`src/rtl/dgo_cfg.svh`:
```
/*
  Constants of the digital output conditioning block: register offsets,
  field widths, reset values and the millisecond tick count.
  Assumes byte addresses on a 32-bit register bus, one word per register.
*/
`ifndef DGO_CFG_SVH
`define DGO_CFG_SVH

`define DGO_ADDR_W          8
`define DGO_OFF_STATE       8'h00
`define DGO_OFF_IRQ_STATUS  8'h04
`define DGO_OFF_IRQ_CLEAR   8'h08
`define DGO_OFF_IRQ_ENABLE  8'h0c
`define DGO_OFF_BOUND_LIMIT 8'h10
`define DGO_OFF_TRACK_LIMIT 8'h14
`define DGO_TERM_BASE       8'h20
`define DGO_TERM_STRIDE     8'h10
`define DGO_TOFF_SELECT     8'h00
`define DGO_TOFF_ON_DELAY   8'h04
`define DGO_TOFF_OFF_DELAY  8'h08
`define DGO_TOFF_POLARITY   8'h0c

`define DGO_SEL_W           6
`define DGO_DELAY_W         17
`define DGO_DELAY_MAX_MS    17'h186a0
`define DGO_SEL_RESET       6'h00
`define DGO_DELAY_RESET     17'h00000
`define DGO_POL_RESET       1'b0
`define DGO_LIMIT_RESET     32'h00000000

`define DGO_CLK_PERIOD_PS   5000
`define DGO_TICK_PS         1000000000
`define DGO_TICK_CYCLES     (`DGO_TICK_PS / `DGO_CLK_PERIOD_PS)

`endif

```
`src/rtl/dgo_pkg.sv`:
```
/*
  Types of the digital output conditioning block.
  Assumes nothing beyond a SystemVerilog compiler.
*/
package dgo_pkg;

  typedef enum logic [5:0] {
    SRC_NONE          = 6'h00,
    SRC_AI_ONE_LOSS   = 6'h24,
    SRC_AI_TWO_LOSS   = 6'h25,
    SRC_AI_THREE_LOSS = 6'h26,
    SRC_EXT_SUPPLY    = 6'h27,
    SRC_CAP_REPLACE   = 6'h28,
    SRC_PRI_FAN_REPL  = 6'h29,
    SRC_SEC_FAN_REPL  = 6'h2a,
    SRC_CAP_LIFE      = 6'h2b,
    SRC_POS_BOUND_ERR = 6'h2c,
    SRC_POS_TRACK_ERR = 6'h2d
  } dgo_src_t;

endpackage : dgo_pkg

```
`src/rtl/dgo_output_cond.sv`:
```
/*
  Digital output conditioning for the multifunction output terminals of a
  motor drive: source selection, on and off delays, contact polarity,
  state readback and a change interrupt, behind an Avalon-MM slave.
  Register map, one 32-bit word each, fields in the low bits:
    0x00 terminal states, read only
    0x04 change status, read only, one sticky bit per terminal
    0x08 change clear, write only, a one clears that bit
    0x0c change interrupt enable
    0x10 target bound limit, 0x14 tracking error limit
    0x20 + 0x10 * n, terminal n: +0 source select, +4 on delay,
    +8 off delay, +c contact polarity in bit 0
  Assumes condition flags come from logic on the same clock, except the
  external supply presence, which is a pin and is synchronised here.
  Selection 0 and the codes not handled here hold the condition low, so
  such a terminal shows its contact polarity alone.
*/
// Decided for this implementation: the register offsets and the Avalon-MM register port.
`timescale 1ns/1ps
`default_nettype none
`include "dgo_cfg.svh"

module dgo_output_cond #(
  parameter int NUM_OUT     = 3,
  parameter int POS_W       = 32,
  parameter int TICK_CYCLES = `DGO_TICK_CYCLES
) (
  input  wire logic                   clock,
  input  wire logic                   rst_n,
  input  wire logic [`DGO_ADDR_W-1:0] address,
  input  wire logic                   read,
  input  wire logic                   write,
  input  wire logic [31:0]            writedata,
  output logic      [31:0]            readdata,
  output logic                        waitrequest,
  output logic                        irq,
  output logic      [NUM_OUT-1:0]     terminalOut,
  input  wire logic [2:0]             analogInputLossWarn,
  input  wire logic                   externalSupplyPresence,
  input  wire logic                   capReplaceWarning,
  input  wire logic                   primaryFanReplaceWarning,
  input  wire logic                   secondaryFanReplaceWarning,
  input  wire logic                   capacitorLifeAlarm,
  input  wire logic                   positionDone,
  input  wire logic [POS_W-1:0]       targetPosition,
  input  wire logic [POS_W-1:0]       actualPosition,
  input  wire logic [POS_W-1:0]       refPulseCount,
  input  wire logic [POS_W-1:0]       feedbackPulseCount
);

  // Field widths come from the shared constants so bench and design agree.
  localparam int SEL_W = `DGO_SEL_W;
  localparam int DLY_W = `DGO_DELAY_W;
  localparam int TICK_W = $clog2(TICK_CYCLES + 1);

  // Bus slave.
  logic                   waitQ;
  logic                   accept;
  logic [31:0]            readD;
  logic [NUM_OUT-1:0]     termQ;
  logic [NUM_OUT-1:0]     irqStatusQ;
  logic [NUM_OUT-1:0]     irqEnableQ;
  logic [POS_W-1:0]       boundLimitQ;
  logic [POS_W-1:0]       trackLimitQ;
  logic [SEL_W-1:0]       selQ    [NUM_OUT];
  logic [DLY_W-1:0]       onDlyQ  [NUM_OUT];
  logic [DLY_W-1:0]       offDlyQ [NUM_OUT];
  logic [NUM_OUT-1:0]     polQ;

  // The transfer completes on the edge where waitrequest is seen low;
  // the one wait cycle gives the read mux a full period to settle.
  assign accept = (read || write) && !waitQ;

  always_ff @(posedge clock) begin
    if (!rst_n) begin
      waitQ <= 1'b1;
    end else if (accept) begin
      waitQ <= 1'b1;
    end else if (read || write) begin
      waitQ <= 1'b0;
    end
  end

  assign waitrequest = waitQ;

  always_comb begin
    // Write-only clear and unmapped words read as zero.
    readD = 32'h00000000;
    case (address)
      `DGO_OFF_STATE:       readD[NUM_OUT-1:0] = termQ;
      `DGO_OFF_IRQ_STATUS:  readD[NUM_OUT-1:0] = irqStatusQ;
      `DGO_OFF_IRQ_ENABLE:  readD[NUM_OUT-1:0] = irqEnableQ;
      `DGO_OFF_BOUND_LIMIT: readD[POS_W-1:0]   = boundLimitQ;
      `DGO_OFF_TRACK_LIMIT: readD[POS_W-1:0]   = trackLimitQ;
      default: begin
        for (int k = 0; k < NUM_OUT; k++) begin
          if (address == 8'(`DGO_TERM_BASE + k * `DGO_TERM_STRIDE
                            + `DGO_TOFF_SELECT)) begin
            readD[SEL_W-1:0] = selQ[k];
          end
          if (address == 8'(`DGO_TERM_BASE + k * `DGO_TERM_STRIDE
                            + `DGO_TOFF_ON_DELAY)) begin
            readD[DLY_W-1:0] = onDlyQ[k];
          end
          if (address == 8'(`DGO_TERM_BASE + k * `DGO_TERM_STRIDE
                            + `DGO_TOFF_OFF_DELAY)) begin
            readD[DLY_W-1:0] = offDlyQ[k];
          end
          if (address == 8'(`DGO_TERM_BASE + k * `DGO_TERM_STRIDE
                            + `DGO_TOFF_POLARITY)) begin
            readD[0] = polQ[k];
          end
        end
      end
    endcase
  end

  // The word is captured at the first edge of an access, so it stands
  // unchanged through the wait cycle and is valid when waitrequest is low.
  always_ff @(posedge clock) begin
    if (!rst_n) begin
      readdata <= 32'h00000000;
    end else if ((read || write) && waitQ) begin
      readdata <= readD;
    end
  end

  // Delay writes above the documented range are clamped, not wrapped, so
  // an oversized value cannot turn into a short delay.
  logic [DLY_W-1:0] wrDelay;

  assign wrDelay = (writedata > 32'(`DGO_DELAY_MAX_MS))
                   ? DLY_W'(`DGO_DELAY_MAX_MS) : writedata[DLY_W-1:0];

  // Shared configuration registers.
  always_ff @(posedge clock) begin
    if (!rst_n) begin
      boundLimitQ <= POS_W'(`DGO_LIMIT_RESET);
      trackLimitQ <= POS_W'(`DGO_LIMIT_RESET);
      irqEnableQ  <= '0;
    end else if (accept && write) begin
      if (address == `DGO_OFF_BOUND_LIMIT) begin
        boundLimitQ <= writedata[POS_W-1:0];
      end
      if (address == `DGO_OFF_TRACK_LIMIT) begin
        trackLimitQ <= writedata[POS_W-1:0];
      end
      if (address == `DGO_OFF_IRQ_ENABLE) begin
        irqEnableQ <= writedata[NUM_OUT-1:0];
      end
    end
  end

  // Millisecond tick. The count is a parameter so a bench can shorten it.
  // The tick runs free, so a delay of D waits between D-1 and D periods;
  // a prescaler per terminal would buy exactness at the cost of a counter.
  logic [TICK_W-1:0] tickCountQ;
  logic              msTickQ;

  always_ff @(posedge clock) begin
    if (!rst_n) begin
      tickCountQ <= '0;
      msTickQ    <= 1'b0;
    end else if (tickCountQ == TICK_W'(TICK_CYCLES - 1)) begin
      tickCountQ <= '0;
      msTickQ    <= 1'b1;
    end else begin
      tickCountQ <= tickCountQ + 1'b1;
      msTickQ    <= 1'b0;
    end
  end

  // The supply presence comes straight from a pin.
  // Only the second stage is read by the logic behind it.
  logic extSync1Q;
  logic extSync2Q;

  always_ff @(posedge clock) begin
    if (!rst_n) begin
      extSync1Q <= 1'b0;
      extSync2Q <= 1'b0;
    end else begin
      extSync1Q <= externalSupplyPresence;
      extSync2Q <= extSync1Q;
    end
  end

  // Position error flags, registered so the wide subtractors do not sit
  // in front of the source mux.
  // The most negative difference keeps its top bit after negation and so
  // reads as a large error, which errs on the safe side.
  logic [POS_W-1:0] posDiff;
  logic [POS_W-1:0] trackDiff;
  logic             boundErrQ;
  logic             trackErrQ;

  always_comb begin
    posDiff = targetPosition - actualPosition;
    if (posDiff[POS_W-1]) begin
      posDiff = POS_W'(0) - posDiff;
    end
    trackDiff = refPulseCount - feedbackPulseCount;
    if (trackDiff[POS_W-1]) begin
      trackDiff = POS_W'(0) - trackDiff;
    end
  end

  always_ff @(posedge clock) begin
    if (!rst_n) begin
      boundErrQ <= 1'b0;
      trackErrQ <= 1'b0;
    end else begin
      boundErrQ <= positionDone && (posDiff > boundLimitQ);
      trackErrQ <= trackDiff > trackLimitQ;
    end
  end

  // Per terminal: settings, source mux, delay filter, polarity.
  // Everything in this loop repeats once per terminal; terminals share the bus, the millisecond tick and the condition inputs.
  logic [NUM_OUT-1:0] condSel;
  logic [NUM_OUT-1:0] filtered;
  logic [NUM_OUT-1:0] termD;

  for (genvar i = 0; i < NUM_OUT; i++) begin : g_term
    localparam logic [7:0] BASE =
      8'(`DGO_TERM_BASE + i * `DGO_TERM_STRIDE);

    logic selWr;
    logic onWr;
    logic offWr;
    logic polWr;

    assign selWr = accept && write && address == BASE + `DGO_TOFF_SELECT;
    assign onWr  = accept && write && address == BASE + `DGO_TOFF_ON_DELAY;
    assign offWr = accept && write && address == BASE + `DGO_TOFF_OFF_DELAY;
    assign polWr = accept && write && address == BASE + `DGO_TOFF_POLARITY;

    always_ff @(posedge clock) begin
      if (!rst_n) begin
        selQ[i]    <= `DGO_SEL_RESET;
        onDlyQ[i]  <= `DGO_DELAY_RESET;
        offDlyQ[i] <= `DGO_DELAY_RESET;
        polQ[i]    <= `DGO_POL_RESET;
      end else begin
        if (selWr) begin
          selQ[i] <= writedata[SEL_W-1:0];
        end
        if (onWr) begin
          onDlyQ[i] <= wrDelay;
        end
        if (offWr) begin
          offDlyQ[i] <= wrDelay;
        end
        if (polWr) begin
          polQ[i] <= writedata[0];
        end
      end
    end

    always_comb begin
      case (dgo_pkg::dgo_src_t'(selQ[i]))
        dgo_pkg::SRC_NONE:          condSel[i] = 1'b0;
        dgo_pkg::SRC_AI_ONE_LOSS:   condSel[i] = analogInputLossWarn[0];
        dgo_pkg::SRC_AI_TWO_LOSS:   condSel[i] = analogInputLossWarn[1];
        dgo_pkg::SRC_AI_THREE_LOSS: condSel[i] = analogInputLossWarn[2];
        dgo_pkg::SRC_EXT_SUPPLY:    condSel[i] = extSync2Q;
        dgo_pkg::SRC_CAP_REPLACE:   condSel[i] = capReplaceWarning;
        dgo_pkg::SRC_PRI_FAN_REPL:  condSel[i] = primaryFanReplaceWarning;
        dgo_pkg::SRC_SEC_FAN_REPL:  condSel[i] = secondaryFanReplaceWarning;
        dgo_pkg::SRC_CAP_LIFE:      condSel[i] = capacitorLifeAlarm;
        dgo_pkg::SRC_POS_BOUND_ERR: condSel[i] = boundErrQ;
        dgo_pkg::SRC_POS_TRACK_ERR: condSel[i] = trackErrQ;
        // Codes outside the implemented set drive nothing, like selection 0.
        default:                    condSel[i] = 1'b0;
      endcase
    end

    // The filter runs on the selected condition, so changing a terminal's
    // source in the middle of a wait clears its timer only if the new source
    // already equals the filtered value; otherwise the count runs on.
    dgo_delay_filter #(
      .DELAY_W (DLY_W)
    ) u_filter (
      .clock    (clock),
      .rst_n    (rst_n),
      .msTick   (msTickQ),
      .condIn   (condSel[i]),
      .onDelay  (onDlyQ[i]),
      .offDelay (offDlyQ[i]),
      .filtQ    (filtered[i])
    );

    // Normally open passes the filtered value; normally closed inverts it.
    assign termD[i] = filtered[i] ^ polQ[i];
  end

  // The registered state is both the pin and the readback, so the state
  // read shows the pin as it stood in the cycle before waitrequest went low.
  always_ff @(posedge clock) begin
    if (!rst_n) begin
      termQ <= '0;
    end else begin
      termQ <= termD;
    end
  end

  assign terminalOut = termQ;

  // Interrupt: each change of a terminal state sets its sticky bit. A
  // change in the same cycle as a clear keeps the bit set.
  logic [NUM_OUT-1:0] clearMask;
  logic [NUM_OUT-1:0] irqStatusD;

  assign clearMask = (accept && write && address == `DGO_OFF_IRQ_CLEAR)
                     ? writedata[NUM_OUT-1:0] : '0;
  assign irqStatusD = (irqStatusQ & ~clearMask) | (termD ^ termQ);

  // The level follows the next status, so it rises with its sticky bit.
  always_ff @(posedge clock) begin
    if (!rst_n) begin
      irqStatusQ <= '0;
      irq        <= 1'b0;
    end else begin
      irqStatusQ <= irqStatusD;
      irq        <= |(irqStatusD & irqEnableQ);
    end
  end

endmodule : dgo_output_cond

`default_nettype wire

```
`src/rtl/dgo_delay_filter.sv`:
```
/*
  One terminal's turn-on and turn-off delay filter, counted in
  millisecond ticks. Assumes the tick is a one-cycle pulse on the same
  clock and that the delays are stable or change only between edges.
*/
`timescale 1ns/1ps
`default_nettype none

module dgo_delay_filter #(
  parameter int DELAY_W = 17
) (
  input  wire logic               clock,
  input  wire logic               rst_n,
  input  wire logic               msTick,
  input  wire logic               condIn,
  input  wire logic [DELAY_W-1:0] onDelay,
  input  wire logic [DELAY_W-1:0] offDelay,
  output logic                    filtQ
);

  logic [DELAY_W-1:0] countQ;
  logic [DELAY_W-1:0] delaySel;

  assign delaySel = condIn ? onDelay : offDelay;

  // A condition that falls back to the filtered value clears the count,
  // so any change during timing starts the wait over.
  always_ff @(posedge clock) begin
    if (!rst_n) begin
      countQ <= '0;
      filtQ  <= 1'b0;
    end else if (condIn == filtQ) begin
      countQ <= '0;
    end else if (delaySel == '0) begin
      filtQ  <= condIn;
      countQ <= '0;
    end else if (msTick) begin
      if (countQ + 1'b1 >= delaySel) begin
        filtQ  <= condIn;
        countQ <= '0;
      end else begin
        countQ <= countQ + 1'b1;
      end
    end
  end

endmodule : dgo_delay_filter

`default_nettype wire

```
`config.mk`:
```
export PLATFORM = sky130hd
export DESIGN_NAME = dgo_output_cond
export DESIGN_NICKNAME = d
export VERILOG_FILES = /design/src/rtl/dgo_pkg.sv /design/src/rtl/dgo_output_cond.sv /design/src/rtl/dgo_delay_filter.sv
export VERILOG_INCLUDE_DIRS = /design/src /design/src/rtl
export SDC_FILE = /design/constraint.sdc
export NUM_CORES = 1
export LEC_CHECK = 0
export ABC_AREA = 1
export BUFFER_PORTS_ARGS = -buffer_cell sky130_fd_sc_hd__buf_2
export CORE_UTILIZATION = 25
export CTS_CLUSTER_SIZE = 30
export DETAILED_ROUTE_END_ITERATION = 16
export GPL_ROUTABILITY_DRIVEN = 0
export HOLD_SLACK_MARGIN = 0.03
export PLACE_DENSITY = 0.45
export SLEW_MARGIN = 10
export SYNTH_ARGS = -nofsm -noshare
export SYNTH_HDL_FRONTEND = slang
export SYNTH_SLANG_ARGS = --single-unit
```
`constraint.sdc`:
```
create_clock -name clock -period 4.8 [get_ports clock]
set_input_delay 0.96 -clock clock [delete_from_list [all_inputs] [get_ports clock]]
set_output_delay 0.96 -clock clock [all_outputs]
set_load 0.03 [all_outputs]
```
==> results.ini <==
[outcome]
status = completed

[global_route]
antenna_found_initial = 5
grt_usage = 0.172
grt_pass1_wl_mm = 137
grt-ovfl-total = 0
grt_max_degree = 66
grt_pass1_vias = 23600

[floorplan]
die_w_um = 317
die_h_um = 317
fp.coreArea_mm2 = 0.0984
num_rows = 115
ios = 218
dieArea_mm2 = 0.101
initial_core_util = 0.253

[worst_setup_path]
critical_path_required_ns = 5.20
worstPathArrival_ns = 4.62
end_kind = flop
crit_type = in -> reg
startpoint_type = primary input
cp_max_fo = 4

[timing]
worst_pin_slew_ns = 1.10
fin_crit_ns = 4.22
min_period_over_period = 0.880
slew_violations = 0
hold_viol = 0
rsz0062_at_grt = false
finClkSkew_ns = 0.0296
fmaxAchievable_mhz = 237
slew_headroom = 0.266
setup_tns_ns = 0
setup_violations = 0

[clocking]
cts-resized-gates = 0
numCtsBuffers = 38
clkSinkCount = 307
hold_buffers = 0
cts_buffer_depth = 3
cts_setup_buffers = 0
cts_tree = yes
clk_latency_ns = 0.58
cts-root-buf = clkbuf_16
htreeDepth = 2
clkTransAtPathRegs_ns = 0.06

[synth]
synth_edf_count = 120
netlist_area_mm2 = 0.0249
yosysWarnings = 0
synthFlopType = dfxtp_1
avgSynthCellArea_um2 = 6.55
synth_fp_nets = 4165
syn_inst = 3799
synth-seq-cells = 307
ys_seq_area_frac = 0.295
synth_cell_types = 64
async_flop_share = 0

[drt]
ant_nets = 0
wl_per_cell_um = 16.3
vias = 24900
dr.pass1.iters = 5
finalWirelength_mm = 88.3
viasPerCell = 4.61
drt_iter0_markers = 1603
drc = 0

[pwr]
p_leak_nw = 14.2
power_mw = 7.92
ir_drop_v = 0.000205
p_per_area_mw_per_mm2 = 271

[cells_and_area]
area_growth_pct = 17.6
drive_above_1_share = 0.110
num-nets-final = 4449

[placed_design]
hpwl_mm = 72.1
portBuffers = 217

[flow_run]
drv_cap = 0

[min_path]
holdCritPathClass = reg -> reg

==> state kept, by name, indices dropped and copies added, names as in the netlist, 3 cells and up <==
register and flops:
boundLimitQ 32, g_term.u_filter.countQ 51, g_term.u_filter.filtQ 3, irqEnableQ 3
irqStatusQ 3, offDlyQ 51, onDlyQ 51, polQ 3
readdata 32, selQ 18, terminalOut 3, tickCountQ 18
trackLimitQ 32
==> synth_stat cells, types with 12 or more instances <==
cell / n / area share
a21oi_1: 222 / 0.045
a22oi_1: 48 / 0.014
buf_2: 14 / 0.0028
clkbuf_1: 55 / 0.0083
dfxtp_1: 187 / 0.15
edfxtp_1: 120 / 0.14
ha_1: 183 / 0.092
inv_1: 702 / 0.11
nand2_1: 956 / 0.14
nand3_1: 205 / 0.041
nand4_1: 97 / 0.024
nor2_1: 438 / 0.066
nor2_2: 12 / 0.0030
nor3_1: 59 / 0.012
o2111ai_1: 13 / 0.0046
o211ai_1: 19 / 0.0057
o21ai_0: 150 / 0.030
o221ai_1: 18 / 0.0063
xnor2_1: 29 / 0.010
xor2_1: 78 / 0.027
==> per-stage QoR <==
stage               instance area (µm²)  hold WS, ns  std cells  setup WS [ns]  utilization
floorplan                         24900        0.390       3799          0.583            -
global placement                  28000        0.402       5330         0.0560        0.285
detailed placement                28000        0.408       5330         0.0225        0.285
CTS                               29300        0.423       5400          0.615        0.297
global route                      29300        0.441       5400          0.108        0.297
finish                            29300        0.417       5401          0.578        0.297
==> worst max-delay path, stage by stage <==
cell and delay [ns]:
buf_2 0.09, inv_1 0.05, ha_1 0.16, inv_1 0.06, fa_1 0.39, nand3_1 0.08
nand3_1 0.17, nand2_1 0.10, nand3_1 0.15, xor2_1 0.21, nor2_1 0.19, nand3_1 0.15
nor3_1 0.38, nand3_1 0.16, nand3_1 0.10, nand2_1 0.07, ha_1 0.29, nand2_1 0.06
nor2_1 0.12, nand4_1 0.14, nor4_1 0.29, and3_1 0.22, a211oi_1 0.04
==> routing by layer <==
layer	vias up	share of wire	GRT usage
met1	11400	0.49	0.242
li1	12900	-	-
met5	-	0.00035	0
met4	4	0.014	0.0300
met2	573	0.45	0.283
met3	74	0.048	0.0206
==> cell usage in the layout, fill, tap and decap left out, types with 19 or more instances in the layout <==
master | synthesis | layout
xor2_1 | 78 | 78
nor3_1 | 59 | 59
nand2_1 | 956 | 956
ha_1 | 183 | 183
a22oi_1 | 48 | 48
inv_1 | 702 | 702
dfxtp_1 | 187 | 187
xnor2_1 | 29 | 29
o21ai_0 | 150 | 143
nand4_1 | 97 | 97
a21oi_1 | 222 | 222
clkbuf_16 | 0 | 39
o211ai_1 | 19 | 19
buf_4 | 3 | 108
nor2_1 | 438 | 438
edfxtp_1 | 120 | 120
nand3_1 | 205 | 205
buf_2 | 14 | 216
==> kinds of logic after synthesis <==
family                   synth area share
adder cells (fa/ha/maj)            0.0937
flip-flops                          0.295
AO/OA/AOI/OAI                       0.132
AND/OR/NAND/NOR                     0.318
XOR/XNOR                           0.0377
buffers and inverters               0.123
==> power breakdown <==
part | switching, mW | total [mW] | internal, mW | leakage (nW)
combinational | 1.42 | 2.20 | 0.785 | 10.8
sequential | 0.0517 | 2.82 | 2.77 | 2.75
clock | 1.23 | 2.90 | 1.67 | 0.610
==> final cells by class <==
type,count,area (µm²)
clock buffer,53,1070
timing repair buffer,326,1930
clock inverter,17,159
tap,1287,1610
multi-input combinational,2698,14500
antenna,1,2.50
inverter,712,2670
sequential,307,7350
fill,11100,69200
==> worst paths after layout <==
check                                     from                       endpoint  slack [ns]  cells after the start
hold / removal                       extSync1Q                      extSync2Q        0.42                      2
setup reg to reg  g_term[2].u_filter.countQ[0]  g_term[2].u_filter.countQ[10]        0.89                     19
setup / recovery              refPulseCount[0]                      trackErrQ        0.58                     23
hold reg to reg                      extSync1Q                      extSync2Q        0.42                      2
Note: power is estimated with default switching activity, not from simulation.
